$ cat config.mk
export PLATFORM = sky130hd
export DESIGN_NAME = brg_top
export DESIGN_NICKNAME = d
export VERILOG_FILES = /design/src/core/brg_pkg.sv /design/src/core/brg_stretch.sv /design/src/core/brg_top.sv
export SDC_FILE = /design/constraint.sdc
export NUM_CORES = 1
export LEC_CHECK = 0
export CAP_MARGIN = 10
export CORE_MARGIN = 8
export CORE_UTILIZATION = 55
export CTS_BUF_LIST = sky130_fd_sc_hd__clkbuf_16
export CTS_CLUSTER_SIZE = 30
export DETAILED_ROUTE_END_ITERATION = 12
export DONT_BUFFER_PORTS = 1
export PLACE_DENSITY = 0.7
export SYNTH_ARGS = -nofsm -noshare
export SYNTH_HDL_FRONTEND = slang
export SYNTH_SLANG_ARGS = --single-unit
$ cat constraint.sdc
create_clock -name clk -period 3.6 [get_ports clk]
set_input_delay 0.18 -clock clk [delete_from_list [all_inputs] [get_ports clk]]
set_output_delay 0.18 -clock clk [all_outputs]
set_load 0.1 [all_outputs]
$ cat src/core/brg_pkg.sv
// package: constants, register map and carrier types of the board reset generator
package brg_pkg;
   // clock and timing
   localparam int unsigned CLK_HZ         = 20_000_000;  // board clock rate
   localparam int unsigned RESET_MS       = 200;         // stretch time in ms
   localparam int unsigned RESET_CYCLES   = (CLK_HZ / 1000) * RESET_MS; // 4,000,000 cycles

   // register map, word offsets on the plain port
   localparam logic [3:0] ADDR_MCR        = 4'h0;  // memory_configuration_register
   localparam logic [3:0] ADDR_STATUS     = 4'h1;  // board_status_register
   localparam logic [3:0] ADDR_BP_CTRL    = 4'h2;  // backplane_reset_control_register

   // memory_configuration_register fields
   localparam int unsigned MCR_SW_RESET_BIT = 0;   // software_reset_request_bit, self clearing
   // board_status_register fields
   localparam int unsigned ST_WDOG_BIT      = 0;   // watchdog_reset_flag, write 1 to clear
   localparam int unsigned ST_RESET_BIT     = 1;   // board reset currently active
   localparam int unsigned ST_BOOT_BIT      = 2;   // boot memory mapped at zero
   localparam int unsigned ST_LOCK_BIT      = 3;   // processor lockout active
   localparam int unsigned ST_BPOUT_BIT     = 4;   // backplane reset output asserted
   // backplane_reset_control_register fields
   localparam int unsigned BP_INSTR_EN_BIT  = 0;   // instruction reset drives backplane

   // reset values
   localparam logic [7:0] BP_CTRL_RESET   = 8'h00;
   localparam logic [7:0] DATA_ZERO       = 8'h00;

   // boot vectors answered at address zero and four
   localparam logic [31:0] VEC_ADDR_ISP   = 32'h0000_0000; // initial_stack_pointer
   localparam logic [31:0] VEC_ADDR_IPC   = 32'h0000_0004; // initial_program_counter

   // synchronised event group from the pins
   typedef struct packed {
      logic volt_low;   // supply below threshold
      logic key;        // front-panel key pressed
      logic wdog;       // watchdog expired
      logic trig;       // trigger address accessed
      logic instr;      // reset instruction executing
      logic bp_in;      // backplane reset input asserted
   } brg_src_t;

   // outputs of the stretch counter
   typedef struct packed {
      logic active;     // stretch in progress
      logic release_p;  // one-cycle release pulse
   } brg_tmr_t;
endpackage

$ cat src/core/brg_stretch.sv
// module: retriggerable reset stretcher counting board clock cycles
`timescale 1ns/1ps
module brg_stretch #(
   parameter int unsigned CYCLES = brg_pkg::RESET_CYCLES
) (
   // clock and reset
   input  wire logic          clk,
   input  wire logic          rst,
   // control
   input  wire logic          hold,     // level: keep counter loaded
   input  wire logic          trigger,  // pulse: restart full period
   // status
   output brg_pkg::brg_tmr_t  tmr
);
   logic [31:0] cnt_q;    // cycles still to run
   logic        act_q;    // stretch active
   logic        rel_q;    // release pulse

   // any hold or trigger reloads, so a fresh full period follows
   always_ff @(posedge clk or posedge rst) begin
      if (rst) begin
         cnt_q <= 32'(CYCLES - 1); // a full period runs after release too
         act_q <= 1'b1;   // come up in reset until one period has run
         rel_q <= 1'b0;
      end else if (hold || trigger) begin
         cnt_q <= 32'(CYCLES - 1);
         act_q <= 1'b1;
         rel_q <= 1'b0;
      end else if (cnt_q != 32'h0000_0000) begin
         cnt_q <= cnt_q - 32'h0000_0001;
         rel_q <= 1'b0;
      end else begin
         rel_q <= act_q;  // single pulse on the clock edge of release
         act_q <= 1'b0;
      end
   end

   assign tmr.active    = act_q;
   assign tmr.release_p = rel_q;
endmodule

$ cat src/core/brg_top.sv
// module: board reset generator top, sources, stretchers, boot map and register port
//
// Implementation choices: the address-and-strobe port and the placing of the registers.
`timescale 1ns/1ps
module brg_top #(
   parameter int unsigned RESET_CYCLES = brg_pkg::RESET_CYCLES
) (
   // clock and reset
   input  wire logic        clk,
   input  wire logic        rst,
   // asynchronous reset sources and processor halt state from pins
   input  wire logic        volt_low,          // supply monitor: below threshold
   input  wire logic        key_n,             // front-panel reset key, low when pressed
   input  wire logic        wdog_expire,       // watchdog timeout level
   input  wire logic        trig_access,       // processor cycle to trigger address
   input  wire logic        reset_instr,       // processor reset instruction active
   input  wire logic        bp_reset_in_n,     // backplane system reset input
   input  wire logic        processor_halted,  // processor halt state
   // configuration switches
   input  wire logic        sysreset_output_enable_switch,
   input  wire logic        sysreset_input_enable_switch,
   // processor address snoop
   input  wire logic [31:0] cpu_addr,          // processor address
   input  wire logic        cpu_read,          // processor read strobe
   input  wire logic        bridge_access,     // access to a bus bridge register
   // register port
   input  wire logic [3:0]  reg_addr,
   input  wire logic [7:0]  reg_wdata,
   input  wire logic        reg_wr,
   input  wire logic        reg_rd,
   output logic [7:0]       reg_rdata,
   // reset outputs
   output logic             board_reset_n,     // to on-board modules
   output logic             cpu_reset_n,       // to the processor
   output logic             bp_reset_out,      // enable of backplane reset driver
   output logic             bp_reset_out_oe_n, // low while driving the line
   // memory map and indicator
   output logic             boot_map,          // boot memory answers at zero
   output logic             vec_fetch,         // boot vector read in progress
   output logic             led_red,
   output logic             led_green
);
   // two-flop synchronisers for pin inputs
   logic [6:0] s1_q;      // first stage, read only by second stage
   logic [6:0] s2_q;      // second stage, safe to use
   logic [6:0] pins;      // raw pin vector, active high
   brg_pkg::brg_src_t src;
   brg_pkg::brg_src_t src_prev_q;  // for edge detection

   assign pins = {processor_halted, ~bp_reset_in_n, reset_instr, trig_access,
                  wdog_expire, ~key_n, volt_low};

   // pins cross into the clock domain through two flops each
   always_ff @(posedge clk or posedge rst) begin
      if (rst) begin
         s1_q <= 7'h00;
         s2_q <= 7'h00;
      end else begin
         s1_q <= pins;
         s2_q <= s1_q;
      end
   end

   assign src.volt_low = s2_q[0];
   assign src.key      = s2_q[1];
   assign src.wdog     = s2_q[2];
   assign src.trig     = s2_q[3];
   assign src.instr    = s2_q[4];
   assign src.bp_in    = s2_q[5] & sysreset_input_enable_switch;

   // previous values for rising-edge events
   always_ff @(posedge clk or posedge rst) begin
      if (rst) begin
         src_prev_q <= '0;
      end else begin
         src_prev_q <= src;
      end
   end

   // rising edge of an event
   function automatic logic rise(input logic now, input logic prev);
      return now & ~prev;
   endfunction

   // register state
   logic       sw_reset_q;      // software_reset_request_bit pulse
   logic       wdog_flag_q;     // watchdog_reset_flag
   logic [7:0] bp_ctrl_q;       // backplane_reset_control_register
   logic       wdog_event;
   logic       sw_write;

   assign sw_write   = reg_wr && (reg_addr == brg_pkg::ADDR_MCR) && reg_wdata[brg_pkg::MCR_SW_RESET_BIT];
   assign wdog_event = rise(src.wdog, src_prev_q.wdog) | sw_reset_q;

   // software reset bit self clears after one cycle
   always_ff @(posedge clk or posedge rst) begin
      if (rst) begin
         sw_reset_q <= 1'b0;
      end else begin
         sw_reset_q <= sw_write;
      end
   end

   // watchdog flag: set beats clear; the flag survives the board reset it causes
   always_ff @(posedge clk or posedge rst) begin
      if (rst) begin
         wdog_flag_q <= 1'b0;
      end else if (wdog_event) begin
         wdog_flag_q <= 1'b1;
      end else if (reg_wr && reg_addr == brg_pkg::ADDR_STATUS && reg_wdata[brg_pkg::ST_WDOG_BIT]) begin
         wdog_flag_q <= 1'b0;
      end
   end

   // backplane control register
   always_ff @(posedge clk or posedge rst) begin
      if (rst) begin
         bp_ctrl_q <= brg_pkg::BP_CTRL_RESET;
      end else if (reg_wr && reg_addr == brg_pkg::ADDR_BP_CTRL) begin
         bp_ctrl_q <= reg_wdata;
      end
   end

   // trigger classes
   logic local_trig;      // key, trigger address, watchdog, software, supply-low edge
   logic instr_trig;      // reset instruction edge
   assign local_trig = rise(src.key, src_prev_q.key)
                     | rise(src.trig, src_prev_q.trig)
                     | wdog_event
                     | rise(src.volt_low, src_prev_q.volt_low);
   assign instr_trig = rise(src.instr, src_prev_q.instr);

   // main board stretcher: supply, local, instruction and backplane sources ORed
   brg_pkg::brg_tmr_t main_tmr;
   brg_stretch #(.CYCLES(RESET_CYCLES)) u_main (
      .clk     (clk),
      .rst     (rst),
      .hold    (src.volt_low | src.bp_in),
      .trigger (local_trig | instr_trig),
      .tmr     (main_tmr)
   );

   // instruction reset tracking and processor lockout
   logic instr_q;         // current reset came from the instruction only
   logic lock_q;          // processor held out of reset
   always_ff @(posedge clk or posedge rst) begin
      if (rst) begin
         instr_q <= 1'b0;
         lock_q  <= 1'b0;
      end else if (local_trig || src.volt_low) begin
         instr_q <= 1'b0;          // a local reset resets the processor too
         lock_q  <= 1'b0;
      end else if (instr_trig) begin
         instr_q <= 1'b1;
      end else if (!main_tmr.active) begin
         instr_q <= 1'b0;
         lock_q  <= 1'b0;
      end else if (instr_q && src.bp_in) begin
         lock_q  <= 1'b1;
      end
   end

   // backplane output cause and its own 200 ms stretch
   logic bp_cause;
   brg_pkg::brg_tmr_t bp_tmr;
   assign bp_cause = (sysreset_output_enable_switch
                      && (src.volt_low || (main_tmr.active && !instr_q && !src.bp_in)))
                   || (instr_q && main_tmr.active && bp_ctrl_q[brg_pkg::BP_INSTR_EN_BIT]);
   brg_stretch #(.CYCLES(RESET_CYCLES)) u_bp (
      .clk     (clk),
      .rst     (rst),
      .hold    (bp_cause),
      .trigger (1'b0),
      .tmr     ()
   );
   // the second stretcher's status is rebuilt locally to keep outputs registered
   logic bp_hold_q;
   logic [31:0] bp_cnt_q;
   always_ff @(posedge clk or posedge rst) begin
      if (rst) begin
         bp_cnt_q  <= 32'h0000_0000;
         bp_hold_q <= 1'b0;
      end else if (bp_cause) begin
         bp_cnt_q  <= 32'(RESET_CYCLES - 1);
         bp_hold_q <= 1'b1;
      end else if (bp_cnt_q != 32'h0000_0000) begin
         bp_cnt_q  <= bp_cnt_q - 32'h0000_0001;
      end else begin
         bp_hold_q <= 1'b0;
      end
   end
   assign bp_tmr.active    = bp_hold_q;
   assign bp_tmr.release_p = 1'b0;

   // boot map: set by any reset, cleared by bridge register access
   logic boot_q;
   always_ff @(posedge clk or posedge rst) begin
      if (rst) begin
         boot_q <= 1'b1;
      end else if (main_tmr.active) begin
         boot_q <= 1'b1;
      end else if (bridge_access) begin
         boot_q <= 1'b0;
      end
   end

   // count the first two processor reads after release: stack pointer, program counter
   logic [1:0] vec_cnt_q;
   always_ff @(posedge clk or posedge rst) begin
      if (rst) begin
         vec_cnt_q <= 2'h0;
      end else if (main_tmr.active && !instr_q) begin
         vec_cnt_q <= 2'h2;
      end else if (cpu_read && vec_cnt_q != 2'h0
                   && (cpu_addr == brg_pkg::VEC_ADDR_ISP || cpu_addr == brg_pkg::VEC_ADDR_IPC)) begin
         vec_cnt_q <= vec_cnt_q - 2'h1;
      end
   end

   // registered outputs; board and processor resets released on one edge, backplane output after its own stretch
   always_ff @(posedge clk or posedge rst) begin
      if (rst) begin
         board_reset_n     <= 1'b0;
         cpu_reset_n       <= 1'b0;
         bp_reset_out      <= 1'b0;
         bp_reset_out_oe_n <= 1'b1;
         boot_map          <= 1'b1;
         vec_fetch         <= 1'b0;
         led_red           <= 1'b1;
         led_green         <= 1'b0;
      end else begin
         board_reset_n     <= ~main_tmr.active;
         cpu_reset_n       <= ~(main_tmr.active & ~instr_q & ~lock_q);
         bp_reset_out      <= bp_tmr.active;
         bp_reset_out_oe_n <= ~bp_tmr.active;
         boot_map          <= boot_q;
         vec_fetch         <= (vec_cnt_q != 2'h0) & boot_q;
         led_red           <= main_tmr.active;
         led_green         <= ~main_tmr.active & ~src_prev_q.bp_in & ~s2_q[6];
      end
   end

   // register read mux, data in the cycle after the strobe
   always_ff @(posedge clk or posedge rst) begin
      if (rst) begin
         reg_rdata <= brg_pkg::DATA_ZERO;
      end else if (reg_rd) begin
         unique case (reg_addr)
            brg_pkg::ADDR_MCR:     reg_rdata <= brg_pkg::DATA_ZERO;
            brg_pkg::ADDR_STATUS:  reg_rdata <= {3'h0, bp_hold_q, lock_q, boot_q, main_tmr.active, wdog_flag_q};
            brg_pkg::ADDR_BP_CTRL: reg_rdata <= bp_ctrl_q;
            default:               reg_rdata <= brg_pkg::DATA_ZERO; // unmapped reads zero
         endcase
      end else begin
         reg_rdata <= brg_pkg::DATA_ZERO;
      end
   end
endmodule

---- Word-level counts from Yosys, hierarchy flattened ----
Index checks and enable logic that the tools add are counted.
word-level totals
  memories ................................ 0
  bits in latches ......................... 0
  register bits after elaboration ......... 117
  output and inout port bits .............. 16
  input port bits ......................... 59
  bits in read-only memories .............. 0
  memory bits (writable) .................. 0
  logic and storage cells ................. 124
cells by class
  multipliers ............................. 0
  add/subtract/negate cells ............... 3
  bitwise operators ....................... 31
  divide/modulo/power cells ............... 0
  reduce and logical (&&, ||, !) cells .... 31
  equality and inequality tests ........... 8
  muxes and demuxes ....................... 23
  shift-type cells ........................ 0
  order comparisons ....................... 0
operators by type and width
  cell                   number
  $mux 32                4
  $reduce_bool 32->1     2
  $sub 32x1->32 const B  2
  $eq 32x3->1 const B    1
  $logic_not 32->1       1
  $pmux 8 s2             1
  $mux 1                 15
  $not 1->1              14
  $logic_and 1x1->1      13
  $reduce_bool 2->1      6
  $and 1x1->1            11
  $mux 8                 1
  $ne 3x3->1 const B     2
  $or 1x1->1             6
  $logic_or 1x1->1       5
  $eq 4x1->1 const B     1
  $eq 4x2->1 const B     1
  $logic_not 4->1        1
  $mux 2                 2
  $ne 2x1->1 const B     2
  $logic_not 1->1        2
  $ne 2x2->1 const B     1
  $reduce_and 2->1       1
  $sub 2x1->2 const B    1

---- Longest topological paths before layout ----
Gate-level depths: netlist of run 1.
  depth in word-level cells ............... 8
  mapped depth ............................ 8
  gate-level depth less buffers ........... 7

---- By module ----
A second synthesis of run 1 with hierarchy kept.
unflattened totals
  cell total of the unflattened synthesis .. 512
  area total of the unflattened synthesis .. 5492.8 µm²
modules (own cells, without submodules)
  module       instances  cells an instance  area an instance (µm²)  sequential area each (µm²)
  brg_top      1          311                3558.4                  2107.0
  brg_stretch  1          201                1934.4                  869.6

---- Worst setup path before layout of run 1 ----
No wires, ideal clock.
  kind .................................... register to register
  from .................................... register u_main.cnt_q[4]
  to ...................................... register u_main.cnt_q[13]
  stages on the path, launching flop included .. 7
  clock period less this slack ............ 2.315 ns
  required time ........................... 3.522 ns
  path buffers ............................ 1
  path slack .............................. 1.285 ns
  arrival time ............................ 2.237 ns
  library setup time ...................... 0.078 ns
  path through ............................ dfstp_2 or4_4 or3_4 a311o_1 buf_6 or4_1 a21oi_1
between the ends
  longest elaborated chain between the ends .. 3
  elaborated cells between the ends (all ways) .. 5
  those cells by class .................... add/sub (1); mux (2); reduce/logical (2)
ends and longest elaborated chain
  item                    line               source
  from (decl)             brg_stretch.sv:15  logic [31:0] cnt_q;
  from (signal assigned)  brg_stretch.sv:22  cnt_q <= 32'(CYCLES - 1);
  from (signal assigned)  brg_stretch.sv:26  cnt_q <= 32'(CYCLES - 1);
  from (signal assigned)  brg_stretch.sv:30  cnt_q <= cnt_q - 32'h0000_0001;
  $sub 32x1->32           brg_stretch.sv:30
  $mux 32                 brg_stretch.sv:29  end else if (cnt_q != 32'h0000_0000) begin
  $mux 32                 brg_stretch.sv:25  end else if (hold || trigger) begin
Parallel ways exist; a longest one is shown, timed or not. The select of a mux whose other input is x is not followed.
A chain may end at the register's enable or synchronous reset.

---- Final worst setup path of run 1 ----
  from .................................... register bp_cnt_q[0]
  to ...................................... register bp_cnt_q[13]
between the ends
  longest elaborated chain between the ends .. 3
  elaborated cells between the ends (all ways) .. 5
  those cells by class .................... add/sub (1); mux (2); reduce/logical (2)
ends and longest elaborated chain
  item                    line            source
  from (decl)             brg_top.sv:178  logic [31:0] bp_cnt_q;
  from (signal assigned)  brg_top.sv:184  bp_cnt_q <= 32'(RESET_CYCLES - 1);
  from (signal assigned)  brg_top.sv:187  bp_cnt_q <= bp_cnt_q - 32'h0000_0001;
  $sub 32x1->32           brg_top.sv:187
  $mux 32                 brg_top.sv:186  end else if (bp_cnt_q != 32'h0000_0000) begin
  $mux 32                 brg_top.sv:183  end else if (bp_cause) begin
Parallel ways exist; a longest one is shown, timed or not. The select of a mux whose other input is x is not followed.

==> results of run 1 <==
worst reg2reg max path, cell delays in order (launching register included):
cell and delay, ps:
sky130_fd_sc_hd__dfrtp_1 390, sky130_fd_sc_hd__inv_1 90, sky130_fd_sc_hd__ha_1 240, sky130_fd_sc_hd__nor4b_1 310, sky130_fd_sc_hd__buf_4 260, sky130_fd_sc_hd__nand3_1 320
sky130_fd_sc_hd__nor3_2 620, sky130_fd_sc_hd__or4_1 210, sky130_fd_sc_hd__a21oi_1 60
power breakdown:
part	switching [mW]	internal (mW)
clock	0.609	0.950
sequential	0.0396	1.35
combinational	0.0709	0.0500
per-stage QoR:
step	instance area, um^2	cells	power [mW]
after floorplan	5306	499	1.479
after global placement	5441	618	1.504
after detailed placement	5441	618	1.512
after CTS	6201	670	3.096
after global routing	6201	670	3.174
final	6201	670	3.066
flip-flops by register name (all words and copies together) (netlist names), 2 cells and up:
| signal | flops |
|---|---|
| bp_cnt_q | 32 |
| u_main.cnt_q | 32 |
| bp_ctrl_q | 8 |
| reg_rdata | 8 |
| s1_q | 7 |
| s2_q | 7 |
| src_prev_q | 5 |
| vec_cnt_q | 2 |
cell families after synthesis:
kind of cell / after synthesis
AND/OR/NAND/NOR: 211
flip-flops: 116
AO/OA/AOI/OAI: 89
buffers and inverters: 36
XOR/XNOR: 33
multiplexers: 11
adder cells (fa/ha/maj): 3
cell type report:
cell class	count	area share
clock inverters	15	0.02159
inverters	16	0.01009
repair buffers	26	0.03955
clock buffers	17	0.06860
flip-flops and latches	116	0.4720
multi-input cells	347	0.3614
well taps	133	0.02684
per-layer routing:
layer,track usage,vias to the layer above,share of wire
li1,-,1895,-
met1,0.2134,2014,0.44
met2,0.3115,118,0.48
met3,0.05063,10,0.061
met4,0.07098,0,0.011
met5,0,-,0
worst max path at each step:
stage	startpoint	to	slack, ps
3_5_place_dp	bp_cnt_q[0]	bp_cnt_q[8]	990
4_1_cts	bp_cnt_q[0]	bp_cnt_q[13]	920
5_1_grt	bp_cnt_q[0]	bp_cnt_q[8]	750
6_report	bp_cnt_q[0]	bp_cnt_q[13]	940
3_3_place_gp	bp_cnt_q[0]	bp_cnt_q[13]	1090
2_1_floorplan	rst	board_reset_n	380
cell usage in the layout, fill, tap and decap left out, types with 5 or more instances in the layout:
cell type,count
sky130_fd_sc_hd__xor2_1,11
sky130_fd_sc_hd__nand2b_1,7
sky130_fd_sc_hd__nand4_1,12
sky130_fd_sc_hd__and2_1,5
sky130_fd_sc_hd__or3_1,8
sky130_fd_sc_hd__and3_1,5
sky130_fd_sc_hd__nor3_1,16
sky130_fd_sc_hd__mux2_2,9
sky130_fd_sc_hd__o211ai_1,6
sky130_fd_sc_hd__nor4_1,22
sky130_fd_sc_hd__o21ai_0,15
sky130_fd_sc_hd__a211o_1,5
sky130_fd_sc_hd__clkbuf_16,17
sky130_fd_sc_hd__clkinvlp_4,5
sky130_fd_sc_hd__o31ai_1,6
sky130_fd_sc_hd__dlygate4sd3_1,20
sky130_fd_sc_hd__a21oi_1,18
sky130_fd_sc_hd__a2111oi_0,5
sky130_fd_sc_hd__xnor2_1,22
sky130_fd_sc_hd__dfstp_2,19
sky130_fd_sc_hd__buf_4,6
sky130_fd_sc_hd__or2_2,5
sky130_fd_sc_hd__a22o_1,6
sky130_fd_sc_hd__nor2_1,42
sky130_fd_sc_hd__inv_1,15
sky130_fd_sc_hd__dfrtp_1,97
sky130_fd_sc_hd__or4_1,14
sky130_fd_sc_hd__nand2_1,36
sky130_fd_sc_hd__nand3_1,12
sky130_fd_sc_hd__a211oi_1,8
what timing repair did:
action                    CTS  global route
gates resized for setup     0             0
hold buffers               20             0
hold endpoints to repair   66             0
==> qor_table.md, run 1 <==
| Item | Reported |
|:---|:---|
| Die area | 13,050 um^2 |
| PortBufs | 0 |
| Post-synthesis share of cell area spent on xor and xnor gates | 0.05447 |
| CP Buf/Inv Count | 2 |
| Clock tree from TritonCTS | built |
| Number of buffers created by CTS | 17 |
| Max-cap check violation count | 0 |
| Critical Path RT | 3850 ps |
| Count of boundary I/O pins | 75 |
| Minimum setup slack after placement | 989.6 ps |
| Number of endpoints failing setup at the final stage | 0 |
| Starting density of the core | 0.5557 |
| Number of nets produced by synthesis | 561 |
| Max-slew violations | 0 |
| Worst path top cell family by delay | simple AND/OR/NAND/NOR gates |
| Time the final worst path needs with I/O delays and setup | 2655 ps |
| WHS Endpoint | reg_rdata[2] |
| Average wire per cell in the routed design | 17.28 um |
| Worst supply voltage drop on vdd | 0.2882 mV |
| Final hold violation count | 0 |
| Transition time at the pin with the least slew margin | 1098 ps |
| Remaining Overflow, GRT | 0 |
| Class of the most critical setup path | reg2reg |
| Clock sinks | 116 |
| Path class of the lowest-slack min-delay path | in2reg |
| Antenna Cells | 0 |
| Layout Utilization | 0.6494 |
| Startpoint of the most critical hold path | reg_addr[1] |
| Vias in the first global route | 4,050 |
| Number of placement rows | 36 |
| Total global routing track utilization | 0.1825 |
| Multi-input logic area | 2241 um^2 |
| Routed wire length | 11.58 mm |
| Number of buffers on the longest clock path | 2 |
| Clock Pin Slew Worst Setup and Hold Paths | 60 ps |
| Post-Syn Area | 5306 um^2 |
| Total number of vias | 4,037 |
| Post-synthesis instance total | 499 |
| First-pass GRT wire length | 18.99 mm |
| Kind of start point of the critical path | register |
| Ratio of cells with drive above 1 in the final layout | 0.1471 |
| Hold_ws | 74.40 ps |
| Distinct cell type count of the synthesized netlist | 57 |
| Signed area change from the synthesized netlist to the final layout | 16.86% |
| FF-to-FF path depth | 8 |
| Async S/R FF share, synth | 1.000 |
| Fin nets | 586 |
| Count of routing violations after the opening detailed-route iteration | 243 |
| Most area-consuming cells after synthesis | sky130_fd_sc_hd__dfrtp_1, sky130_fd_sc_hd__dfstp_2, sky130_fd_sc_hd__xnor2_1, sky130_fd_sc_hd__nor2_1, sky130_fd_sc_hd__nor4_1 |
| Final estimated routing congestion in global placement | 0.7840 |
| Yosys synthesis warning count | 0 |
| Number of nets still failing antenna checks after routing | 0 |
| Worst-case clock skew | 6.101 ps |
| Total negative slack for setup checks | 0 ps |
| Simple logic cell fraction of the synthesized area | 0.2207 |
| Cell at the slowest stage of the critical path | sky130_fd_sc_hd__nor3_2 |
| Count of TritonRoute iterations in the first routing pass | 4 |
| Result of the run | finished, final reports clean |
| Compound-cell area share of the yosys netlist | 0.1162 |
| Leakage power | 2.426 nW |
| Filler Cells Inserted | 745 |
| Number of enable-type register cells in the synthesized netlist | 0 |
| Post-synth top area share | 0.4574 |
| Commonest cells post-synth | sky130_fd_sc_hd__dfrtp_1, sky130_fd_sc_hd__nor2_1, sky130_fd_sc_hd__nand2_1 |
| Setup slack, reg-to-reg | 940 ps |
| Worst slew margin relative to its limit | 0.2679 |
| Kind of end point of the critical path | register |
| Main combinational cell family by area after synthesis | simple AND/OR/NAND/NOR gates |
| Worst reg2reg path endpoint | bp_cnt_q[13] |
| Cells on Worst Hold Path | 2 |
| Max Fanout on Critical Path | 12 |
| Top-count cell post-synth | sky130_fd_sc_hd__dfrtp_1 |
| Longest individual stage delay on the worst path | 620 ps |
| H-tree Lvls | 4 |
| Clock insertion delay at the later pin of the skew report | 410 ps |
| Setup ws final | 945.0 ps |
| Seq. cell area | 2927 um^2 |
| Most common flop cell mapped by yosys | sky130_fd_sc_hd__dfrtp_1 |
| Vertical extent of the die | 114.2 um |
| Post CTS Setup Buffer Count | 0 |
| Power density of the placed cells | 494.4 nW/um^2 |
| Peak Freq | 376.6 MHz |
| Sequential share of the synthesized area | 0.5515 |
| Number of design rule violations left after detail routing | 0 |
| Syn Area/Cell | 10.63 um^2 |
| Die width | 114.2 um |
| Average vias per placed instance | 6.025 |
| Worst path cell trace | inv_1 -> ha_1 -> nor4b_1 -> buf_4 -> nand3_1 -> nor3_2 -> or4_1 -> a21oi_1 |
| Share of synthesized cell area in full adder, half adder and majority cells | 0.007074 |
| Most area-hungry cell type in the Yosys netlist | sky130_fd_sc_hd__dfrtp_1 |
| RSZ-0062 raised after global routing | false |
| #FFs+latches synth | 116 |
| Arrival time at the worst endpoint | 2900 ps |
| Hpwl dp | 7.632 mm |
| Standard cell core area | 9549 um^2 |
| Pin count of the biggest net entering global routing | 58 |
| Reg-to-Reg Start | bp_cnt_q[0] |
| Final critical-path share of the clock period | 0.7375 |
| Antenna violations before repair | 0 |
| Root buffer cell | sky130_fd_sc_hd__clkbuf_16 |
| Count of cell instances traversed by the critical path | 8 |
| Multiplexer share of the synthesized area | 0.02287 |
No activity file was read; power rests on OpenSTA's default activity.
==> inputs of run 2 (changes only) <==
==> constraint.sdc (replaced) <==
create_clock -name clk -period 2.5 [get_ports clk]
set_input_delay 0.125 -clock clk [delete_from_list [all_inputs] [get_ports clk]]
set_output_delay 0.125 -clock clk [all_outputs]
set_load 0.1 [all_outputs]
==> qor_table.md, run 2 (synthesis gave the netlist of run 1 again) <==
| Item | Reported |
|:---|:---|
| Number of buffers on the longest clock path | 2 |
| Max Fanout on Critical Path | 11 |
| Arrival time at the worst endpoint | 2710 ps |
| Standard cell core area | 9549 um^2 |
| Startpoint of the most critical hold path | reg_addr[1] |
| Count of routing violations after the opening detailed-route iteration | 341 |
| Number of placement rows | 36 |
| Vertical extent of the die | 114.2 um |
| DR WL met3 | 704 um |
| Worst reg2reg path endpoint | u_main.cnt_q[13] |
| Worst-case clock skew | 7.920 ps |
| Routed wire length | 12.19 mm |
| Final estimated routing congestion in global placement | 0.8571 |
| Hpwl dp | 7.968 mm |
| Max-slew violations | 0 |
| Placed cells | 640 |
| Clock insertion delay at the later pin of the skew report | 400 ps |
| Topmost layer with routed signal wires | met4 |
| Seq. cell area | 2927 um^2 |
| Final critical-path share of the clock period | 0.9553 |
| Source of the critical timing path | u_main.cnt_q[4] |
| Final hold violation count | 0 |
| Leading cell type in the layout, fill and taps excluded | sky130_fd_sc_hd__dfrtp_1 |
| Total number of vias | 4,122 |
| Fin nets | 608 |
| Remaining Overflow, GRT | 0 |
| Ratio of cells with drive above 1 in the final layout | 0.1753 |
| Number of buffers created by CTS | 17 |
| Die width | 114.2 um |
| Fin cells | 692 |
| Power density of the placed cells | 716.3 nW/um^2 |
| Number of nets still failing antenna checks after routing | 0 |
| RSZ-0062 raised after global routing | false |
| Max-cap check violation count | 0 |
| H-tree Lvls | 4 |
| Time the final worst path needs with I/O delays and setup | 2388 ps |
| Antenna violations before repair | 0 |
| Kind of end point of the critical path | register |
| Number of endpoints failing setup at the final stage | 0 |
| Vias in the first global route | 4,216 |
| Average wire per cell in the routed design | 17.61 um |
| Kind of start point of the critical path | register |
| Transition time at the pin with the least slew margin | 933.8 ps |
| Signed area change from the synthesized netlist to the final layout | 21.60% |
| Reg-to-Reg Start | u_main.cnt_q[4] |
| Setup slack, reg-to-reg | 110 ps |
| Number of design rule violations left after detail routing | 0 |
| Class of the most critical setup path | reg2reg |
| Worst setup endpoint | u_main.cnt_q[13] |
| Pin count of the biggest net entering global routing | 47 |
| Starting density of the core | 0.5557 |
| Clock tree from TritonCTS | built |
| Most used cells in the layout excluding fill and tap cells | sky130_fd_sc_hd__dfrtp_1, sky130_fd_sc_hd__nor2_1, sky130_fd_sc_hd__nand2_1, sky130_fd_sc_hd__buf_4 |
| Result of the run | finished, final reports clean |
| Multi-input logic area | 2263 um^2 |
| Clock Pin Slew Worst Setup and Hold Paths | 50 ps |
| Count of TritonRoute iterations in the first routing pass | 5 |
| Path class of the lowest-slack min-delay path | in2reg |
| Count of boundary I/O pins | 75 |
| Total global routing track utilization | 0.1963 |
| Filler Cells Inserted | 731 |
| Met1 wire length | 5.336 mm |
| Peak Freq | 418.7 MHz |
| Worst slew margin relative to its limit | 0.3761 |
| Total negative slack for setup checks | 0 ps |
| First-pass GRT wire length | 20.35 mm |
| Clock sinks | 116 |
| Antenna Cells | 0 |
| Die area | 13,050 um^2 |
| FF-to-FF path depth | 5 |
| Post CTS Setup Buffer Count | 0 |
| Root buffer cell | sky130_fd_sc_hd__clkbuf_16 |
| Hold_ws | 32.38 ps |
| Worst supply voltage drop on vdd | 0.4677 mV |
| PortBufs | 0 |
| WL met2 | 5.963 mm |
| Leakage power | 2.591 nW |
| Average vias per placed instance | 5.957 |
| Registers with the highest flip-flop counts | bp_cnt_q (32), u_main.cnt_q (32) |
| Critical Path RT | 2820 ps |
## run 2: changes by cell type in the layout (fill, tap and decap cells not counted), moves of 2 or more
cell | previous run | this run
sky130_fd_sc_hd__buf_12 | 0 | 2
sky130_fd_sc_hd__inv_6 | 3 | 0
sky130_fd_sc_hd__clkinv_1 | 1 | 5
sky130_fd_sc_hd__bufinv_16 | 1 | 4
sky130_fd_sc_hd__inv_1 | 15 | 17
sky130_fd_sc_hd__buf_4 | 6 | 26
sky130_fd_sc_hd__clkinv_4 | 3 | 0
sky130_fd_sc_hd__clkinvlp_4 | 5 | 3
## run 2: per-layer routing
layer,up-vias,global-route usage
met5,-,0
met4,0,0.07276
met3,19,0.05116
met2,120,0.3241
met1,2034,0.2423
li1,1949,-
## run 2: timing repair
item                                    4_1_cts  5_1_grt
gates resized for setup                       0        5
endpoints found under the hold margin        36        0
hold buffers                                 20        0
endpoints found under the setup margin        0       15
## run 2: power breakdown
group	switching, mW	internal (mW)	total [mW]	leakage [nW]
Combinational	0.106	0.0824	0.188	0.897
Sequential	0.0610	1.94	2.00	1.40
Clock	0.798	1.63	2.43	0.293
## run 2: how the worst min path moves through the flow
stage	end	cells past startpoint
after global placement	u_main.cnt_q[10]	1
after CTS	reg_rdata[1]	2
after global routing	reg_rdata[2]	2
after floorplan	s1_q[0]	0
final	reg_rdata[1]	2
after detailed placement	s1_q[2]	0
## run 2: layout make-up
type | count | area share
flip-flops and latches | 116 | 0.4536
multi-input cells | 347 | 0.3508
repair buffers | 48 | 0.06748
clock buffers | 17 | 0.06593
clock inverters | 15 | 0.02657
well taps | 133 | 0.02579
inverters | 16 | 0.009889
## run 2: per-stage QoR
step	setup slack, ps	cell area (um^2)	total power [mW]	utilization
2_1_floorplan	185.4	5310	2.130	-
3_3_place_gp	124.6	5633	2.178	0.5899
3_5_place_dp	57.17	5633	2.189	0.5899
4_1_cts	13.47	6430	4.655	0.6733
5_1_grt	39.28	6452	4.792	0.6757
6_report	111.7	6452	4.622	0.6757
## run 2: worst max-delay path: stages (launching register included)
cell and delay [ps]:
sky130_fd_sc_hd__dfstp_2 380, sky130_fd_sc_hd__or4_4 560, sky130_fd_sc_hd__or3_4 370, sky130_fd_sc_hd__a311o_2 420
sky130_fd_sc_hd__or4_1 430, sky130_fd_sc_hd__a21oi_1 160
